`config.mk`:
```
export PLATFORM = sky130hd
export DESIGN_NAME = wph_warn_hold
export DESIGN_NICKNAME = d
export VERILOG_FILES = /design/src/rtl/wph_pkg.sv /design/src/rtl/wph_warn_hold.sv
export SDC_FILE = /design/constraint.sdc
export NUM_CORES = 1
export LEC_CHECK = 0
export BUFFER_PORTS_ARGS = -buffer_cell sky130_fd_sc_hd__clkbuf_2
export CAP_MARGIN = 0
export CORE_MARGIN = 10
export CORE_UTILIZATION = 58
export CTS_CLUSTER_SIZE = 10
export DETAILED_ROUTE_END_ITERATION = 16
export PLACE_DENSITY = 0.91
export SLEW_MARGIN = 20
export SYNTH_ARGS = -nofsm -noshare
export SYNTH_HDL_FRONTEND = slang
export SYNTH_SLANG_ARGS = --single-unit
export TNS_END_PERCENT = 5
```
`constraint.sdc`:
```
create_clock -name ref_clk -period 5.01 [get_ports ref_clk]
set_input_delay 0.501 -clock ref_clk [delete_from_list [all_inputs] [get_ports ref_clk]]
set_output_delay 0.501 -clock ref_clk [all_outputs]
set_load 0.05 [all_outputs]
```
`src/rtl/wph_pkg.sv`:
```
// Constants, register map and carrier types for the warning output and hold timer.
// Assumes a single 20 MHz clock and a plain address/strobe register port.
//
// Overview of operation
// - Warning output is active exactly while overload or regenerative overload warning is present.
// - Warning output is active low: low means warning, high means no warning.
// - Top digit of output_select_two routes warning: 0 none, 1..3 pair; default 0000.
// - Several signals routed to one terminal pair drive it as a logical OR.
// - Code select 0: code lines show alarm codes only, never warning codes.
// - Code select 1: code lines show warning codes, alarm code overrides on alarm.
// - Overload drives code line 0 low; regenerative overload drives only line 1 low.
// - Momentary hold time accepts 20 to 1000 ms, default 20 ms.
// - Main supply loss keeps motor on below hold time, turns it off on reaching it.
// - Undervoltage alarm during supply loss is raised at once, whatever the hold time.
// - Control supply loss is a plain power-off, never subject to the hold time.
// - The four status outputs go to the pair named by their output_select_one digit, default 3211; position_out_n_a uses sel_three.
package wph_pkg;

  ////////////////////////////////////////////////////////////////////////////
  // Register offsets (byte addresses)
  localparam logic [7:0] OFS_SEL_ONE   = 8'h00;
  localparam logic [7:0] OFS_SEL_TWO   = 8'h04;
  localparam logic [7:0] OFS_SEL_THREE = 8'h08;
  localparam logic [7:0] OFS_CODE_SEL  = 8'h0C;
  localparam logic [7:0] OFS_HOLD_TIME = 8'h10;
  localparam logic [7:0] OFS_STATUS    = 8'h14;
  localparam logic [7:0] OFS_IRQ_STS   = 8'h18;
  localparam logic [7:0] OFS_IRQ_MASK  = 8'h1C;

  // Reset values
  localparam logic [15:0] SEL_ONE_RST   = 16'h3211;
  localparam logic [15:0] SEL_TWO_RST   = 16'h0000;
  localparam logic [15:0] SEL_THREE_RST = 16'h0000;
  localparam logic        CODE_SEL_RST  = 1'b0;

  // Field positions
  localparam int WARN_DIGIT_LSB = 12;
  localparam int POSITION_OUT_N_A_DIGIT_LSB = 0;
  localparam int NUM_PAIRS      = 3;
  localparam int NUM_ROUTED     = 6;

  // Hold time limits in milliseconds
  localparam logic [15:0] HOLD_MIN_MS = 16'h0014;
  localparam logic [15:0] HOLD_MAX_MS = 16'h03E8;
  localparam logic [9:0]  HOLD_RST_MS = 10'h014;

  // Timing: one millisecond in clock cycles
  localparam int unsigned CLK_PERIOD_NS = 50;
  localparam int unsigned MS_NS         = 1000000;
  localparam int unsigned MS_CYCLES     = MS_NS / CLK_PERIOD_NS;

  // Code line patterns, line 0 in bit 0, low = asserted
  localparam logic [2:0] CODE_IDLE  = 3'h7;
  localparam logic [2:0] CODE_OVLD  = 3'h6;
  localparam logic [2:0] CODE_REGEN = 3'h5;

  // Interrupt bits
  localparam int IRQ_LOSS   = 0;
  localparam int IRQ_EXPIRE = 1;
  localparam int IRQ_UV     = 2;
  localparam int IRQ_CTRL   = 3;
  localparam int IRQ_WARN   = 4;
  localparam int IRQ_W      = 5;

  ////////////////////////////////////////////////////////////////////////////
  // Types
  typedef enum logic [1:0] {
    HS_RUN,
    HS_HOLD,
    HS_OFF
  } wph_hold_t;

  // Status inputs from the drive logic, same clock
  typedef struct packed {
    logic pos_done;
    logic speed_match;
    logic running;
    logic servo_ready;
    logic position_out_n_a_pos;
    logic ovld_warn;
    logic regen_warn;
  } wph_stat_t;

  typedef struct packed {
    logic [15:0] sel_one;
    logic [15:0] sel_two;
    logic [15:0] sel_three;
    logic        code_sel;
    logic [9:0]  hold_ms;
    logic [IRQ_W-1:0] irq_sts;
    logic [IRQ_W-1:0] irq_mask;
    logic [1:0]  main_sync;
    logic [1:0]  ctrl_sync;
    wph_hold_t   hstate;
    logic [14:0] tick_cnt;
    logic [9:0]  elapsed;
    logic        uv_alarm;
    logic        ctrl_lost;
    logic        motor_on;
    logic        warn_d;
    logic [2:0]  pair_n;
    logic [2:0]  code_n;
    logic [31:0] rdata;
  } wph_state_t;

endpackage : wph_pkg

```
`src/rtl/wph_warn_hold.sv`:
```
// Warning output routing, code line mux and main supply hold timer.
// Assumes status inputs come from logic on ref_clk; supply sense pins are asynchronous.
//
// The register offsets and strobed register access were left to the implementer.
`timescale 1ns/1ps
module wph_warn_hold
  import wph_pkg::*;
#(
  parameter int unsigned TICK_CYCLES = MS_CYCLES
) (
  // Clock, reset, enable
  input  wire logic        ref_clk,
  input  wire logic        sys_rst,
  input  wire logic        clk_en,
  // Register port
  input  wire logic [7:0]  reg_addr,
  input  wire logic [31:0] reg_wdata,
  input  wire logic        reg_wr,
  input  wire logic        reg_rd,
  output logic      [31:0] reg_rdata,
  // Drive status, same clock
  input  wire wph_stat_t   stat_in,
  input  wire logic        alarm_active,
  input  wire logic [2:0]  alarm_code_n,
  input  wire logic        uv_detect,
  // Supply sense pins, high while supply is present
  input  wire logic        main_ok_pin,
  input  wire logic        ctrl_ok_pin,
  // Outputs
  output logic [2:0]       pair_out_n,
  output logic [2:0]       code_line_n,
  output logic             motor_on,
  output logic             uv_alarm,
  output logic             ctrl_lost,
  output logic             irq
);

  ////////////////////////////////////////////////////////////////////////////
  // State
  wph_state_t r;
  wph_state_t r_next;

  logic [NUM_ROUTED-1:0] route_sig;
  logic [3:0]            route_dig [NUM_ROUTED];
  logic [NUM_PAIRS-1:0]  pair_hit;
  logic                  warn_any;

  // Warning present on either cause
  assign warn_any = stat_in.ovld_warn | stat_in.regen_warn;

  // Routed signals and their allocation digits
  assign route_sig = {warn_any, stat_in.position_out_n_a_pos, stat_in.servo_ready,
                      stat_in.running, stat_in.speed_match, stat_in.pos_done};
  assign route_dig[0] = r.sel_one[3:0];
  assign route_dig[1] = r.sel_one[7:4];
  assign route_dig[2] = r.sel_one[11:8];
  assign route_dig[3] = r.sel_one[15:12];
  // Position_out_n_a output stays off until software allocates it
  assign route_dig[4] = r.sel_three[POSITION_OUT_N_A_DIGIT_LSB +: 4];
  // Warning allocation digit
  assign route_dig[5] = r.sel_two[WARN_DIGIT_LSB +: 4];

  ////////////////////////////////////////////////////////////////////////////
  // Per pair: OR of every signal allocated to it
  genvar gp;
  generate
    for (gp = 0; gp < NUM_PAIRS; gp++) begin : g_pair
      logic [NUM_ROUTED-1:0] sel_hit;
      for (genvar gs = 0; gs < NUM_ROUTED; gs++) begin : g_sig
        // Digit 0 matches no pair, so it leaves the signal unrouted
        assign sel_hit[gs] = route_sig[gs] & (route_dig[gs] == 4'(gp + 1));
      end
      assign pair_hit[gp] = |sel_hit;
    end
  endgenerate

  ////////////////////////////////////////////////////////////////////////////
  // Next state
  always_comb begin
    logic [15:0]      wval;
    logic [IRQ_W-1:0] irq_set;
    logic [IRQ_W-1:0] irq_clr;
    logic             main_ok;
    logic             ctrl_ok;
    logic [9:0]       elapsed_inc;
    wval        = reg_wdata[15:0];
    irq_set     = '0;
    irq_clr     = '0;
    main_ok     = r.main_sync[1];
    ctrl_ok     = r.ctrl_sync[1];
    elapsed_inc = r.elapsed + 10'h001;
    r_next      = r;

    if (clk_en) begin
      // Two-stage synchronisers for the supply sense pins
      r_next.main_sync = {r.main_sync[0], main_ok_pin};
      r_next.ctrl_sync = {r.ctrl_sync[0], ctrl_ok_pin};

      // Register writes
      if (reg_wr) begin
        case (reg_addr)
          OFS_SEL_ONE:   r_next.sel_one   = wval;
          OFS_SEL_TWO:   r_next.sel_two   = wval;
          OFS_SEL_THREE: r_next.sel_three = wval;
          OFS_CODE_SEL:  r_next.code_sel  = reg_wdata[0];
          OFS_HOLD_TIME: begin
            // Out of range values are clamped, never stored raw
            if (wval < HOLD_MIN_MS) begin
              r_next.hold_ms = HOLD_MIN_MS[9:0];
            end else if (wval > HOLD_MAX_MS) begin
              r_next.hold_ms = HOLD_MAX_MS[9:0];
            end else begin
              r_next.hold_ms = wval[9:0];
            end
          end
          OFS_IRQ_STS:   irq_clr = reg_wdata[IRQ_W-1:0];
          OFS_IRQ_MASK:  r_next.irq_mask = reg_wdata[IRQ_W-1:0];
          default: ;
        endcase
      end

      // Register reads, data in the following cycle only
      r_next.rdata = '0;
      if (reg_rd) begin
        case (reg_addr)
          OFS_SEL_ONE:   r_next.rdata = {16'h0000, r.sel_one};
          OFS_SEL_TWO:   r_next.rdata = {16'h0000, r.sel_two};
          OFS_SEL_THREE: r_next.rdata = {16'h0000, r.sel_three};
          OFS_CODE_SEL:  r_next.rdata = {31'h00000000, r.code_sel};
          OFS_HOLD_TIME: r_next.rdata = {22'h000000, r.hold_ms};
          OFS_STATUS:    r_next.rdata = {24'h000000, r.ctrl_lost, r.uv_alarm,
                                         (r.hstate == HS_HOLD), r.motor_on,
                                         ctrl_ok, main_ok, r.warn_d, 1'b0};
          OFS_IRQ_STS:   r_next.rdata = {27'h0000000, r.irq_sts};
          OFS_IRQ_MASK:  r_next.rdata = {27'h0000000, r.irq_mask};
          default:       r_next.rdata = '0;
        endcase
      end

      // Hold timer state machine
      case (r.hstate)
        HS_RUN: begin
          if (!ctrl_ok) begin
            r_next.hstate = HS_OFF;
          end else if (!main_ok) begin
            // Fresh count at every new loss
            r_next.hstate   = HS_HOLD;
            r_next.tick_cnt = '0;
            r_next.elapsed  = '0;
            irq_set[IRQ_LOSS] = 1'b1;
          end
        end
        HS_HOLD: begin
          if (!ctrl_ok) begin
            // Control power gone: no ride-through at all
            r_next.hstate = HS_OFF;
          end else if (uv_detect) begin
            // Undervoltage does not wait for the hold time
            r_next.hstate   = HS_OFF;
            r_next.uv_alarm = 1'b1;
            irq_set[IRQ_UV] = 1'b1;
          end else if (main_ok) begin
            // Early return: back to running, no alarm, no event
            r_next.hstate   = HS_RUN;
            r_next.tick_cnt = '0;
            r_next.elapsed  = '0;
          end else if (r.tick_cnt == 15'(TICK_CYCLES - 1)) begin
            r_next.tick_cnt = '0;
            r_next.elapsed  = elapsed_inc;
            // Loss has lasted the full hold time
            if (elapsed_inc >= r.hold_ms) begin
              r_next.hstate       = HS_OFF;
              irq_set[IRQ_EXPIRE] = 1'b1;
            end
          end else begin
            r_next.tick_cnt = r.tick_cnt + 15'h0001;
          end
        end
        HS_OFF: begin
          // Restart only with both supplies back and no undervoltage
          if (main_ok && ctrl_ok && !uv_detect) begin
            r_next.hstate   = HS_RUN;
            r_next.uv_alarm = 1'b0;
          end
        end
        default: r_next.hstate = HS_OFF;
      endcase

      // Motor stays on while running or riding through a loss
      r_next.motor_on = ctrl_ok &&
                        ((r_next.hstate == HS_RUN) || (r_next.hstate == HS_HOLD));

      // Control supply loss handled as power-off
      r_next.ctrl_lost = !ctrl_ok;
      if (!ctrl_ok && !r.ctrl_lost) begin
        irq_set[IRQ_CTRL] = 1'b1;
      end

      // Warning rise event
      r_next.warn_d = warn_any;
      if (warn_any && !r.warn_d) begin
        irq_set[IRQ_WARN] = 1'b1;
      end

      // Sticky status: a new event beats a clear in the same cycle
      r_next.irq_sts = (r.irq_sts & ~irq_clr) | irq_set;

      // Terminal pairs: closed (low) while any routed signal is active
      r_next.pair_n = ~pair_hit;

      // Code lines
      if (alarm_active) begin
        r_next.code_n = alarm_code_n;
      end else if (!r.code_sel) begin
        r_next.code_n = CODE_IDLE;
      end else if (stat_in.ovld_warn) begin
        r_next.code_n = CODE_OVLD;
      end else if (stat_in.regen_warn) begin
        r_next.code_n = CODE_REGEN;
      end else begin
        r_next.code_n = CODE_IDLE;
      end
    end
  end

  ////////////////////////////////////////////////////////////////////////////
  // State register; supplies assumed present at reset to avoid a false event
  always_ff @(posedge ref_clk or posedge sys_rst) begin
    if (sys_rst) begin
      r.sel_one   <= SEL_ONE_RST;
      r.sel_two   <= SEL_TWO_RST;
      r.sel_three <= SEL_THREE_RST;
      r.code_sel  <= CODE_SEL_RST;
      r.hold_ms   <= HOLD_RST_MS;
      r.irq_sts   <= '0;
      r.irq_mask  <= '0;
      r.main_sync <= 2'h3;
      r.ctrl_sync <= 2'h3;
      r.hstate    <= HS_OFF;
      r.tick_cnt  <= '0;
      r.elapsed   <= '0;
      r.uv_alarm  <= 1'b0;
      r.ctrl_lost <= 1'b0;
      r.motor_on  <= 1'b0;
      r.warn_d    <= 1'b0;
      r.pair_n    <= 3'h7;
      r.code_n    <= CODE_IDLE;
      r.rdata     <= '0;
    end else begin
      r <= r_next;
    end
  end

  ////////////////////////////////////////////////////////////////////////////
  // Outputs
  assign reg_rdata   = r.rdata;
  assign pair_out_n  = r.pair_n;
  assign code_line_n = r.code_n;
  assign motor_on    = r.motor_on;
  assign uv_alarm    = r.uv_alarm;
  assign ctrl_lost   = r.ctrl_lost;
  // Level interrupt, high while any unmasked sticky bit is set
  assign irq         = |(r.irq_sts & r.irq_mask);

endmodule : wph_warn_hold

```
==> results.yml, run 1 <==
grt:
  gr-total-overflow: 0
  antenna_found_initial: 0
  track_usage_pct: 22.02
  grt_pass1_vias: 5593
  grt_pass1_wl_mm: 29.17
  grt_max_degree: 82
timing:
  final-max-slew-violation-count: 0
  min_period_over_period_pct: 53.03
  rsz0062_at_grt: "no"
  finalSetupViolations: 0
  setup_tns_ns: 0
  period_needed_ns: 2.657
  relSlewSlack_pct: 35.83
  hold_viol_final: 0
  timing.final.ws_setup_ns: 2.353
  clock_skew_ns: 0.006257
  finalHoldWorstSlack_ns: 0.3129
  fmax_ghz: 0.3764
  worst-slew-pin-transition_ns: 0.9626
critical_path:
  critPathLaunchType: "register"
  arrival_ns: 2.96
  cpMaxStageDelayCell: "dfrtp_1"
  crit_chain: "nand3_1, nor2_1, and3_1, xor2_1, ha_1, a21oi_1, o21ai_0, o31a_1, o41ai_1"
  crit_type: "reg -> reg"
  critPathRequiredTime_ns: 5.31
  crit_fanout: 5
  critPathMaxStageDelay_ns: 0.41
  crit_path_end_kind: "register"
clock_tree:
  clkSlewWorstSetupHoldPaths_ns: 0.06
  ctsHoldBuffers: 0
  cts_sinks: 126
  clock-root-buffer: "clkbuf_16"
  cts_buffers: 17
  cts_setup_buffers: 0
  cts_tree: "yes"
  cts_max_path_buffers: 2
  cts.repair.resized: 0
  h-tree-depth: 4
  worstSkewPairLatency_ns: 0.42
worst_hold_path:
  hp-class: "in -> async"
die:
  core_sq_mm: 0.01147
  die_y_microns: 128.7
  die_x_microns: 128.7
  io_pins: 101
  die-area_sq_mm: 0.01656
  num_rows: 39
  initial_core_util_pct: 59.74
synth:
  synth-edff-count: 0
  syn_area_per_cell_sq_um: 10.49
  ys_seq_elements: 126
  yosysSeqAreaShare_pct: 46.36
  netlist-cell-type-count: 71
  netlist_area_sq_mm: 0.006850
  async_flop_share_pct: 100.0
  synthCells: 653
  synth_warnings: 0
  synth-main-ff-cell: "dfrtp_1"
cells_and_area:
  diodes: 0
  final_cell_area_sq_mm: 0.007637
  regArea_sq_mm: 0.003176
  multiInputGateArea_sq_mm: 0.003246
  syn2layout_area_growth_pct: 11.49
  fillCellCount: 790
  drive_gt1_share_pct: 23.97
  fin_nets: 763
power:
  p_leak_nw: 3.573
  combPwrFrac_pct: 9.0
  power.internal_mw: 1.968
  ir_drop_mv: 0.4032
  seq_power_share_pct: 42.0
  p_clk_share_pct: 49.1
  switchingPower_mw: 0.6345
  power_switching_share_pct: 24.38
  power.density_mw_per_mm2: 340.7
drt:
  post_drt_wl_per_cell_microns: 21.26
  vias: 5533
  drt_iter0_drc: 678
  route.detailed.drc: 0
  met3_length_mm: 2.087
  dr.pass1.iters: 5
  wl_mm: 18.03
  wl_met1_mm: 6.705
  ant_nets: 0
  vias_per_cell: 6.525
  topRoutingLayerUsed: "met4"
  wl_met2_mm: 8.565
place:
  portBuffers: 68
  placed_area_sq_mm: 0.007022
  dpl.hpwl_mm: 12.26
  post-place-ws_ns: 2.298
  gp_congestion: 0.8702
status:
  status: "complete, no violations"
run:
  maxCapViolCount: 0
## cell usage after synthesis (3+ instances only)
master | n | area [sq um]
a21o_1 | 4 | 30.03
a21oi_1 | 29 | 145.1
a221o_1 | 3 | 30.03
a22o_1 | 8 | 70.07
a22oi_1 | 4 | 30.03
a32o_1 | 3 | 30.03
and2_1 | 6 | 37.54
and3_1 | 7 | 43.79
and4_1 | 4 | 35.03
buf_2 | 12 | 60.06
buf_4 | 38 | 285.3
clkbuf_1 | 9 | 33.78
dfrtp_1 | 108 | 2703
dfstp_2 | 18 | 473.0
ha_1 | 12 | 150.1
inv_1 | 18 | 67.56
mux2_1 | 22 | 247.7
mux2_2 | 36 | 405.4
mux2i_1 | 16 | 160.2
mux4_2 | 4 | 90.09
nand2_1 | 49 | 183.9
nand2b_1 | 4 | 25.02
nand3_1 | 28 | 140.1
nand3b_1 | 4 | 30.03
nand4_1 | 10 | 62.56
nand4b_1 | 3 | 26.28
nor2_1 | 50 | 187.7
nor2b_1 | 7 | 43.79
nor3_1 | 17 | 85.08
nor3b_1 | 3 | 22.52
nor4_1 | 3 | 18.77
o21ai_0 | 28 | 140.1
o21ai_1 | 3 | 15.01
o2bb2ai_1 | 12 | 105.1
o31a_1 | 3 | 26.28
o31ai_1 | 5 | 37.54
o41ai_1 | 3 | 26.28
or3_1 | 3 | 18.77
xnor2_1 | 7 | 61.31
xor2_1 | 11 | 96.34
## final timing paths
path                                     from            end  slack, ns  cells after the start
worst max-delay path                    r[44]          r[67]       2.35                      9
worst min-delay path                  sys_rst   reg_rdata[9]       0.31                      2
worst max register to register          r[44]          r[67]       2.35                      9
worst min register to register  pair_out_n[0]  pair_out_n[0]       0.49                      1
max in group asynchronous             sys_rst          r[85]       3.55                      3
min in group ref_clk              ctrl_ok_pin          r[69]       0.32                      2
## through the flow
step | utilization [%] | std cells | power, mW
6_report | 66.60 | 848 | 2.602
5_1_grt | 66.60 | 848 | 2.676
4_1_cts | 66.60 | 848 | 2.607
3_5_place_dp | 61.23 | 816 | 1.333
3_3_place_gp | 61.23 | 816 | 1.322
2_1_floorplan | - | 668 | 1.273
## cell families (layout without fill, tap and decap cells)
group / count (synthesis) / count (layout) / synth area share [%]
simple gates: 213 / 213 / 16.47
mux: 79 / 79 / 13.41
fa+ha+maj: 13 / 13 / 2.338
flops: 126 / 126 / 46.36
xor+xnor: 18 / 18 / 2.301
other cells: 1 / 16 / 0.05474
buf+inv: 83 / 120 / 7.087
compound gates: 120 / 120 / 11.98
## flip-flops by register name, indices dropped and copies added, names as in the netlist
name and cells:
code_line_n 3, uv_alarm 1, r 101, motor_on 1, pair_out_n 3, ctrl_lost 1, reg_rdata 16
## layer usage
layer | global-route usage, % | up-vias
met5 | 0 | -
met4 | 11.92 | 0
met3 | 6.407 | 69
met2 | 35.27 | 414
met1 | 26.24 | 2645
li1 | - | 2405
## power by group through the flow
stage / clock, mW / combinational, mW / sequential, mW
after floorplan: 0 / 0.169 / 1.10
after detailed placement: 0 / 0.228 / 1.10
after global routing: 1.33 / 0.250 / 1.09
final: 1.28 / 0.233 / 1.09
after CTS: 1.29 / 0.232 / 1.09
after global placement: 0 / 0.220 / 1.10
## cells in the final DEF (no fill, tap or decap), drive strengths merged, types with 5 or more instances in the layout
master,netlist,routed
nand3,28,28
o2bb2ai,12,12
and3,7,7
dfstp,18,18
nor3,19,19
clkbuf,10,89
dfrtp,108,108
nor4,5,5
nand4,11,11
o21ai,31,31
nand2,51,51
mux2,59,59
a21oi,29,29
and2,6,6
nor2,51,51
a22o,8,8
conb,1,16
xor2,11,11
mux2i,16,16
nor2b,7,7
xnor2,7,7
ha,12,12
o31ai,5,5
inv,18,18
## cell type report
type	instances	area share (%)
Inverter	19	0.9666
Multi-Input combinational cell	459	42.50
Sequential cell	126	41.58
Clock inverter	11	2.163
Timing Repair Buffer	69	4.554
Tap cell	143	2.343
Clock buffer	21	5.898
## worst max-delay path, delay by kind of cell (launching register included)
| family | cells | cell delay (ns) |
|---|---|---|
| AND/OR/NAND/NOR | 3 | 0.70 |
| XOR/XNOR | 1 | 0.24 |
| flip-flops | 1 | 0.41 |
| adder cells (fa/ha/maj) | 1 | 0.29 |
| AO/OA/AOI/OAI | 4 | 0.90 |
Power figures use the tool's default switching activity.
==> run 2, diff against run 1 <==
--- a/config.mk
+++ b/config.mk
@@ -5,13 +5,14 @@
 export SDC_FILE = /design/constraint.sdc
 export NUM_CORES = 1
 export LEC_CHECK = 0
+export ABC_AREA = 1
 export BUFFER_PORTS_ARGS = -buffer_cell sky130_fd_sc_hd__clkbuf_2
 export CAP_MARGIN = 0
 export CORE_MARGIN = 10
-export CORE_UTILIZATION = 58
+export CORE_UTILIZATION = 52
 export CTS_CLUSTER_SIZE = 10
 export DETAILED_ROUTE_END_ITERATION = 16
-export PLACE_DENSITY = 0.91
+export PLACE_DENSITY = 0.87
 export SLEW_MARGIN = 20
 export SYNTH_ARGS = -nofsm -noshare
 export SYNTH_HDL_FRONTEND = slang
==> constraint.sdc (replaced) <==
create_clock -name ref_clk -period 2.4 [get_ports ref_clk]
set_input_delay 0.24 -clock ref_clk [delete_from_list [all_inputs] [get_ports ref_clk]]
set_output_delay 0.24 -clock ref_clk [all_outputs]
set_load 0.05 [all_outputs]
==> results.yml, run 2 <==
synth:
  synthMuxAreaShare_pct: 0
  yosysTopAreaCell: "dfrtp_1"
  syn_area_per_cell_sq_um: 7.857
  synth-edff-count: 0
  synth_top_family_by_area: "simple AND/OR/NAND/NOR gates"
  synth_area_leaders: "dfrtp_1, nand2_1, dfstp_2"
  ys_seq_elements: 126
  synth_compound_area_share_pct: 12.75
  async_flop_share_pct: 100.0
  yosysMostFrequentCell: "nand2_1"
  netlist_area_sq_mm: 0.006907
  netlist-cell-type-count: 43
  synth_xor_area_share_pct: 0.8877
  synth_common_cells: "nand2_1, dfrtp_1, o21ai_0"
  synth_warnings: 0
  synthCells: 879
  synth-main-ff-cell: "dfrtp_1"
  yosysSeqAreaShare_pct: 45.98
  yosys.area_share.simple_pct: 26.99
  synthAdderAreaFrac_pct: 2.174
  synth_top_cell_area_share_pct: 39.13
timing:
  period_needed_ns: 2.363
  finalSetupViolations: 0
  final-max-slew-violation-count: 0
  relSlewSlack_pct: 64.38
  setup_tns_ns: 0
  rsz0062_at_grt: "yes"
  hold_viol_final: 0
  min_period_over_period_pct: 98.45
  clock_skew_ns: 0.007804
  fmax_ghz: 0.4232
  timing.final.ws_setup_ns: 0.03726
  worst-slew-pin-transition_ns: 0.5302
critical_path:
  crit_path_end_kind: "register"
  critPathLaunchType: "register"
  crit_start: "r[44]"
  ff2ff_setup_slack_ns: 0.04
  r2r.worst_path.cells: 16
  critPathRequiredTime_ns: 2.72
  crit_fanout: 5
  rr_startpoint: "r[44]"
  reg2reg_to: "motor_on"
  crit_type: "reg -> reg"
  arrival_ns: 2.68
  crit_path_end: "motor_on"
clock_tree:
  cts_sinks: 126
  h-tree-depth: 4
  cts_max_path_buffers: 2
  clkSlewWorstSetupHoldPaths_ns: 0.06
  cts_tree: "yes"
  cts_buffers: 17
  worstSkewPairLatency_ns: 0.43
  clock-root-buffer: "clkbuf_16"
drt:
  post_drt_wl_per_cell_microns: 16.29
  wl_mm: 18.51
  dr.pass1.iters: 6
  drt_iter0_drc: 713
  vias: 6330
  route.detailed.drc: 0
  vias_per_cell: 5.572
  ant_nets: 0
cells_and_area:
  fin_util_pct: 61.42
  mostFrequentLayoutCells: "nand2_1, dfrtp_1, o21ai_0"
  drive_gt1_share_pct: 20.02
  largest_reg_flops: 101
  layout_commonest_cell: "nand2_1"
  regMostFlops: "r"
  layout.cells.non_filler: 1136
  fin_nets: 1017
  syn2layout_area_growth_pct: 16.83
  fillCellCount: 1088
die:
  die_y_microns: 135.2
  initial_core_util_pct: 52.57
  core_sq_mm: 0.01314
  num_rows: 42
  die-area_sq_mm: 0.01829
  io_pins: 101
  die_x_microns: 135.2
power:
  ir_drop_mv: 0.4912
  power.density_mw_per_mm2: 701.8
  p_leak_nw: 3.986
grt:
  gr-total-overflow: 0
  grt_pass1_wl_mm: 29.84
  antenna_found_initial: 3
  grt_pass1_vias: 6041
  grt_max_degree: 73
  track_usage_pct: 20.24
status:
  status: "complete, no violations"
place:
  dpl.hpwl_mm: 12.89
  post-place-ws_ns: -0.06538
  portBuffers: 68
  gp_congestion: 0.8968
  placed_cells: 1093
run:
  maxCapViolCount: 0
worst_hold_path:
  hp-class: "in -> reg"
-- run 2: worst min path at each step --
stage               startpoint              to  slack, ns  cells past startpoint
6_report       alarm_code_n[0]  code_line_n[0]       0.03                      3
5_1_grt        alarm_code_n[0]  code_line_n[0]       0.06                      3
4_1_cts        alarm_code_n[0]  code_line_n[0]       0.03                      3
3_5_place_dp           sys_rst          r[105]       0.25                      2
3_3_place_gp           sys_rst   reg_rdata[11]       0.25                      2
2_1_floorplan      ctrl_ok_pin           r[69]       0.34                      2
-- run 2: cell type report --
type	count	area (sq um)	area share, %
Tap cell	176	220.2	2.729
Antenna cell	1	2.502	0.03101
Clock buffer	19	442.9	5.489
Clock inverter	13	188.9	2.341
Sequential cell	126	3176	39.35
Inverter	99	377.9	4.683
Timing Repair Buffer	93	560.5	6.947
Multi-Input combinational cell	609	3100	38.42
-- run 2: critical path: stages (launching register included) --
cell and delay [ns]:
dfrtp_1 0.43, nand3_2 0.14, nor2_2 0.14, nand4_1 0.11
or2_2 0.30, nand2_1 0.10, inv_1 0.06, ha_1 0.29
nand2_1 0.10, nor2_4 0.11, nand3_2 0.07, nand3_2 0.10
nand2_4 0.06, nand2_2 0.08, nand2_2 0.05, nand3_1 0.06
nand2_1 0.05
-- run 2: metrics by stage --
stage | area (sq um) | power [mW] | hold slack [ns]
2_1_floorplan | 6967 | 2.775 | 0.3362
3_3_place_gp | 7268 | 2.914 | 0.2460
3_5_place_dp | 7268 | 2.932 | 0.2500
4_1_cts | 7963 | 5.666 | 0.02910
5_1_grt | 8066 | 5.847 | 0.06039
6_report | 8069 | 5.663 | 0.03226
-- run 2: cell families after synthesis --
logic type	after synthesis
AOI/OAI and AO/OA	157
DFF	126
xor gates and xnor gates	7
and+or+nand+nor	417
adders and majority gates	12
other	1
buffers and inverters	159
-- run 2: metal layers --
layer | share of wire [%] | wire [microns] | global-route usage, % | up-vias
met5 | 0.065 | 12 | 0 | -
li1 | - | - | - | 2966
met4 | 3.1 | 569 | 9.211 | 2
met3 | 9.2 | 1705 | 5.823 | 53
met2 | 48 | 8928 | 32.53 | 330
met1 | 39 | 7290 | 24.69 | 2979
-- run 2: what timing repair did --
action,in CTS,in global routing
setup endpoints to repair,3,4
gates cloned,0,0
hold endpoints to repair,14,0
hold buffers,3,0
buffers inserted,3,4
pin swaps,3,9
gates resized for setup,4,19
-- run 2: where the power goes --
group	leakage [nW]	internal [mW]	switching (mW)
Clock	0.292	1.77	0.979
Combinational	2.06	0.154	0.436
Sequential	1.63	2.24	0.0870
==> run 3, diff against run 2 <==
--- a/config.mk
+++ b/config.mk
@@ -5,14 +5,16 @@
 export SDC_FILE = /design/constraint.sdc
 export NUM_CORES = 1
 export LEC_CHECK = 0
-export ABC_AREA = 1
 export BUFFER_PORTS_ARGS = -buffer_cell sky130_fd_sc_hd__clkbuf_2
 export CAP_MARGIN = 0
+export CELL_PAD_IN_SITES_DETAIL_PLACEMENT = 1
+export CELL_PAD_IN_SITES_GLOBAL_PLACEMENT = 2
 export CORE_MARGIN = 10
-export CORE_UTILIZATION = 52
+export CORE_UTILIZATION = 33
+export CTS_CLUSTER_DIAMETER = 120
 export CTS_CLUSTER_SIZE = 10
 export DETAILED_ROUTE_END_ITERATION = 16
-export PLACE_DENSITY = 0.87
+export PLACE_DENSITY = 0.86
 export SLEW_MARGIN = 20
 export SYNTH_ARGS = -nofsm -noshare
 export SYNTH_HDL_FRONTEND = slang
==> results.yml, run 3 (synthesis results as in run 1) <==
status:
  status: "complete, no violations"
cells_and_area:
  regMostFlops: "r"
  fin_nets: 799
  largest_reg_flops: 101
  layout_commonest_cell: "dfrtp_1"
  mostFrequentLayoutCells: "dfrtp_1, clkbuf_2, nor2_1, nand2_1, mux2_2"
  syn2layout_area_growth_pct: 19.58
  diodes: 0
  drive_gt1_share_pct: 29.55
  fin_util_pct: 40.35
drt:
  vias_per_cell: 5.272
  post_drt_wl_per_cell_microns: 20.18
  wl_met1_mm: 9.723
  wl_met2_mm: 9.154
  met3_length_mm: 1.313
  topRoutingLayerUsed: "met5"
  ant_nets: 0
  drt_iter0_drc: 346
  vias: 5330
  route.detailed.drc: 0
  dr.pass1.iters: 4
  wl_mm: 20.40
grt:
  grt_pass1_wl_mm: 32.14
  gr-total-overflow: 0
  track_usage_pct: 15.35
  grt_max_degree: 57
  antenna_found_initial: 1
  grt_pass1_vias: 5605
critical_path:
  crit_type: "reg -> reg"
  crit_fanout: 4
  arrival_ns: 2.62
  critPathLaunchType: "register"
  critPathRequiredTime_ns: 2.72
  crit_path_end_kind: "register"
die:
  initial_core_util_pct: 33.75
  die-area_sq_mm: 0.02692
  die_y_microns: 164.1
  io_pins: 101
  die_x_microns: 164.1
  num_rows: 52
  core_sq_mm: 0.02030
power:
  combPwrFrac_pct: 9.4
  p_leak_nw: 3.796
  power.internal_mw: 4.116
  p_clk_share_pct: 49.4
  power.density_mw_per_mm2: 674.0
  switchingPower_mw: 1.406
  seq_power_share_pct: 41.2
  ir_drop_mv: 0.4216
  power_mw: 5.522
  power_switching_share_pct: 25.46
timing:
  hold_viol_final: 0
  rsz0062_at_grt: "yes"
  min_period_over_period_pct: 96.08
  fmax_ghz: 0.4337
  finalSetupViolations: 0
  period_needed_ns: 2.306
  final-max-slew-violation-count: 0
  clock_skew_ns: 0.01277
  finalHoldWorstSlack_ns: 0.05150
  relSlewSlack_pct: 40.31
  setup_tns_ns: 0
  worst-slew-pin-transition_ns: 0.8953
clock_tree:
  cts_sinks: 126
  h-tree-depth: 4
  cts_max_path_buffers: 2
  cts_buffers: 17
  clkSlewWorstSetupHoldPaths_ns: 0.06
  cts_tree: "yes"
  clock-root-buffer: "clkbuf_16"
  worstSkewPairLatency_ns: 0.43
place:
  gp_congestion: 0.7977
  dpl.hpwl_mm: 15.13
  portBuffers: 68
run:
  maxCapViolCount: 0
worst_hold_path:
  hp-class: "in -> reg"
run 3: cell count changes in the layout (fill, tap and decap cells not counted), moves of 22 or more:
cell / delta
mux2_2: +36
nand2_1: -191
mux2_1: +22
o21ai_0: -64
nand3_1: -33
inv_1: -72
run 3: layout make-up:
class / count / area (sq um)
inverters: 19 / 75.07
repair buffers: 105 / 645.6
flip-flops and latches: 126 / 3176
multi-input cells: 459 / 3333
clock buffers: 19 / 432.9
clock inverters: 13 / 191.4
fillers: 2284 / 12110
well taps: 270 / 337.8
run 3: through the flow:
stage | instance area (sq um) | instances | worst slack, ns
after global routing | 8192 | 1011 | -0.01691
after CTS | 8095 | 1007 | 0.02273
after floorplan | 6910 | 668 | 0.1285
final | 8192 | 1011 | 0.09417
after global placement | 7440 | 974 | 0.006605
after detailed placement | 7440 | 974 | -0.04839
run 3: final timing paths:
check / end / slack, ns / from / cells past startpoint
setup / recovery: r[67] / 0.09 / r[46] / 9
hold / removal: code_line_n[2] / 0.05 / alarm_code_n[2] / 2
setup reg to reg: r[67] / 0.09 / r[46] / 9
hold reg to reg: pair_out_n[2] / 0.48 / pair_out_n[2] / 1
max in group asynchronous: pair_out_n[1] / 1.14 / sys_rst / 4
min in group asynchronous: r[80] / 0.48 / sys_rst / 3
run 3: critical path: stages, from the launching register on:
cell     delay [ns]
dfrtp_1        0.42
nand3_4        0.14
buf_4          0.16
nor3_2         0.22
xor2_1         0.23
ha_1           0.28
nand4_1        0.14
nor3_2         0.08
o31a_1         0.31
o41ai_2        0.21
run 3: metal layers:
metal	global-route usage, %	vias to the layer above
li1	-	2467
met1	21.19	2703
met2	23.02	142
met3	4.355	16
met4	4.062	2
met5	0	-
run 3: power groups by stage:
stage,combinational (mW),clock (mW),sequential [mW]
floorplan,0.354,0,2.30
global placement,0.508,0,2.31
detailed placement,0.516,0,2.31
CTS,0.521,2.79,2.27
global route,0.561,2.89,2.28
finish,0.518,2.73,2.27
run 3: timing repair:
action,CTS,global route
setup endpoints to repair,3,4
pin swaps,0,3
endpoints found under the hold margin,24,0
hold buffers,1,0
resized for setup,4,13
buffers inserted,0,4
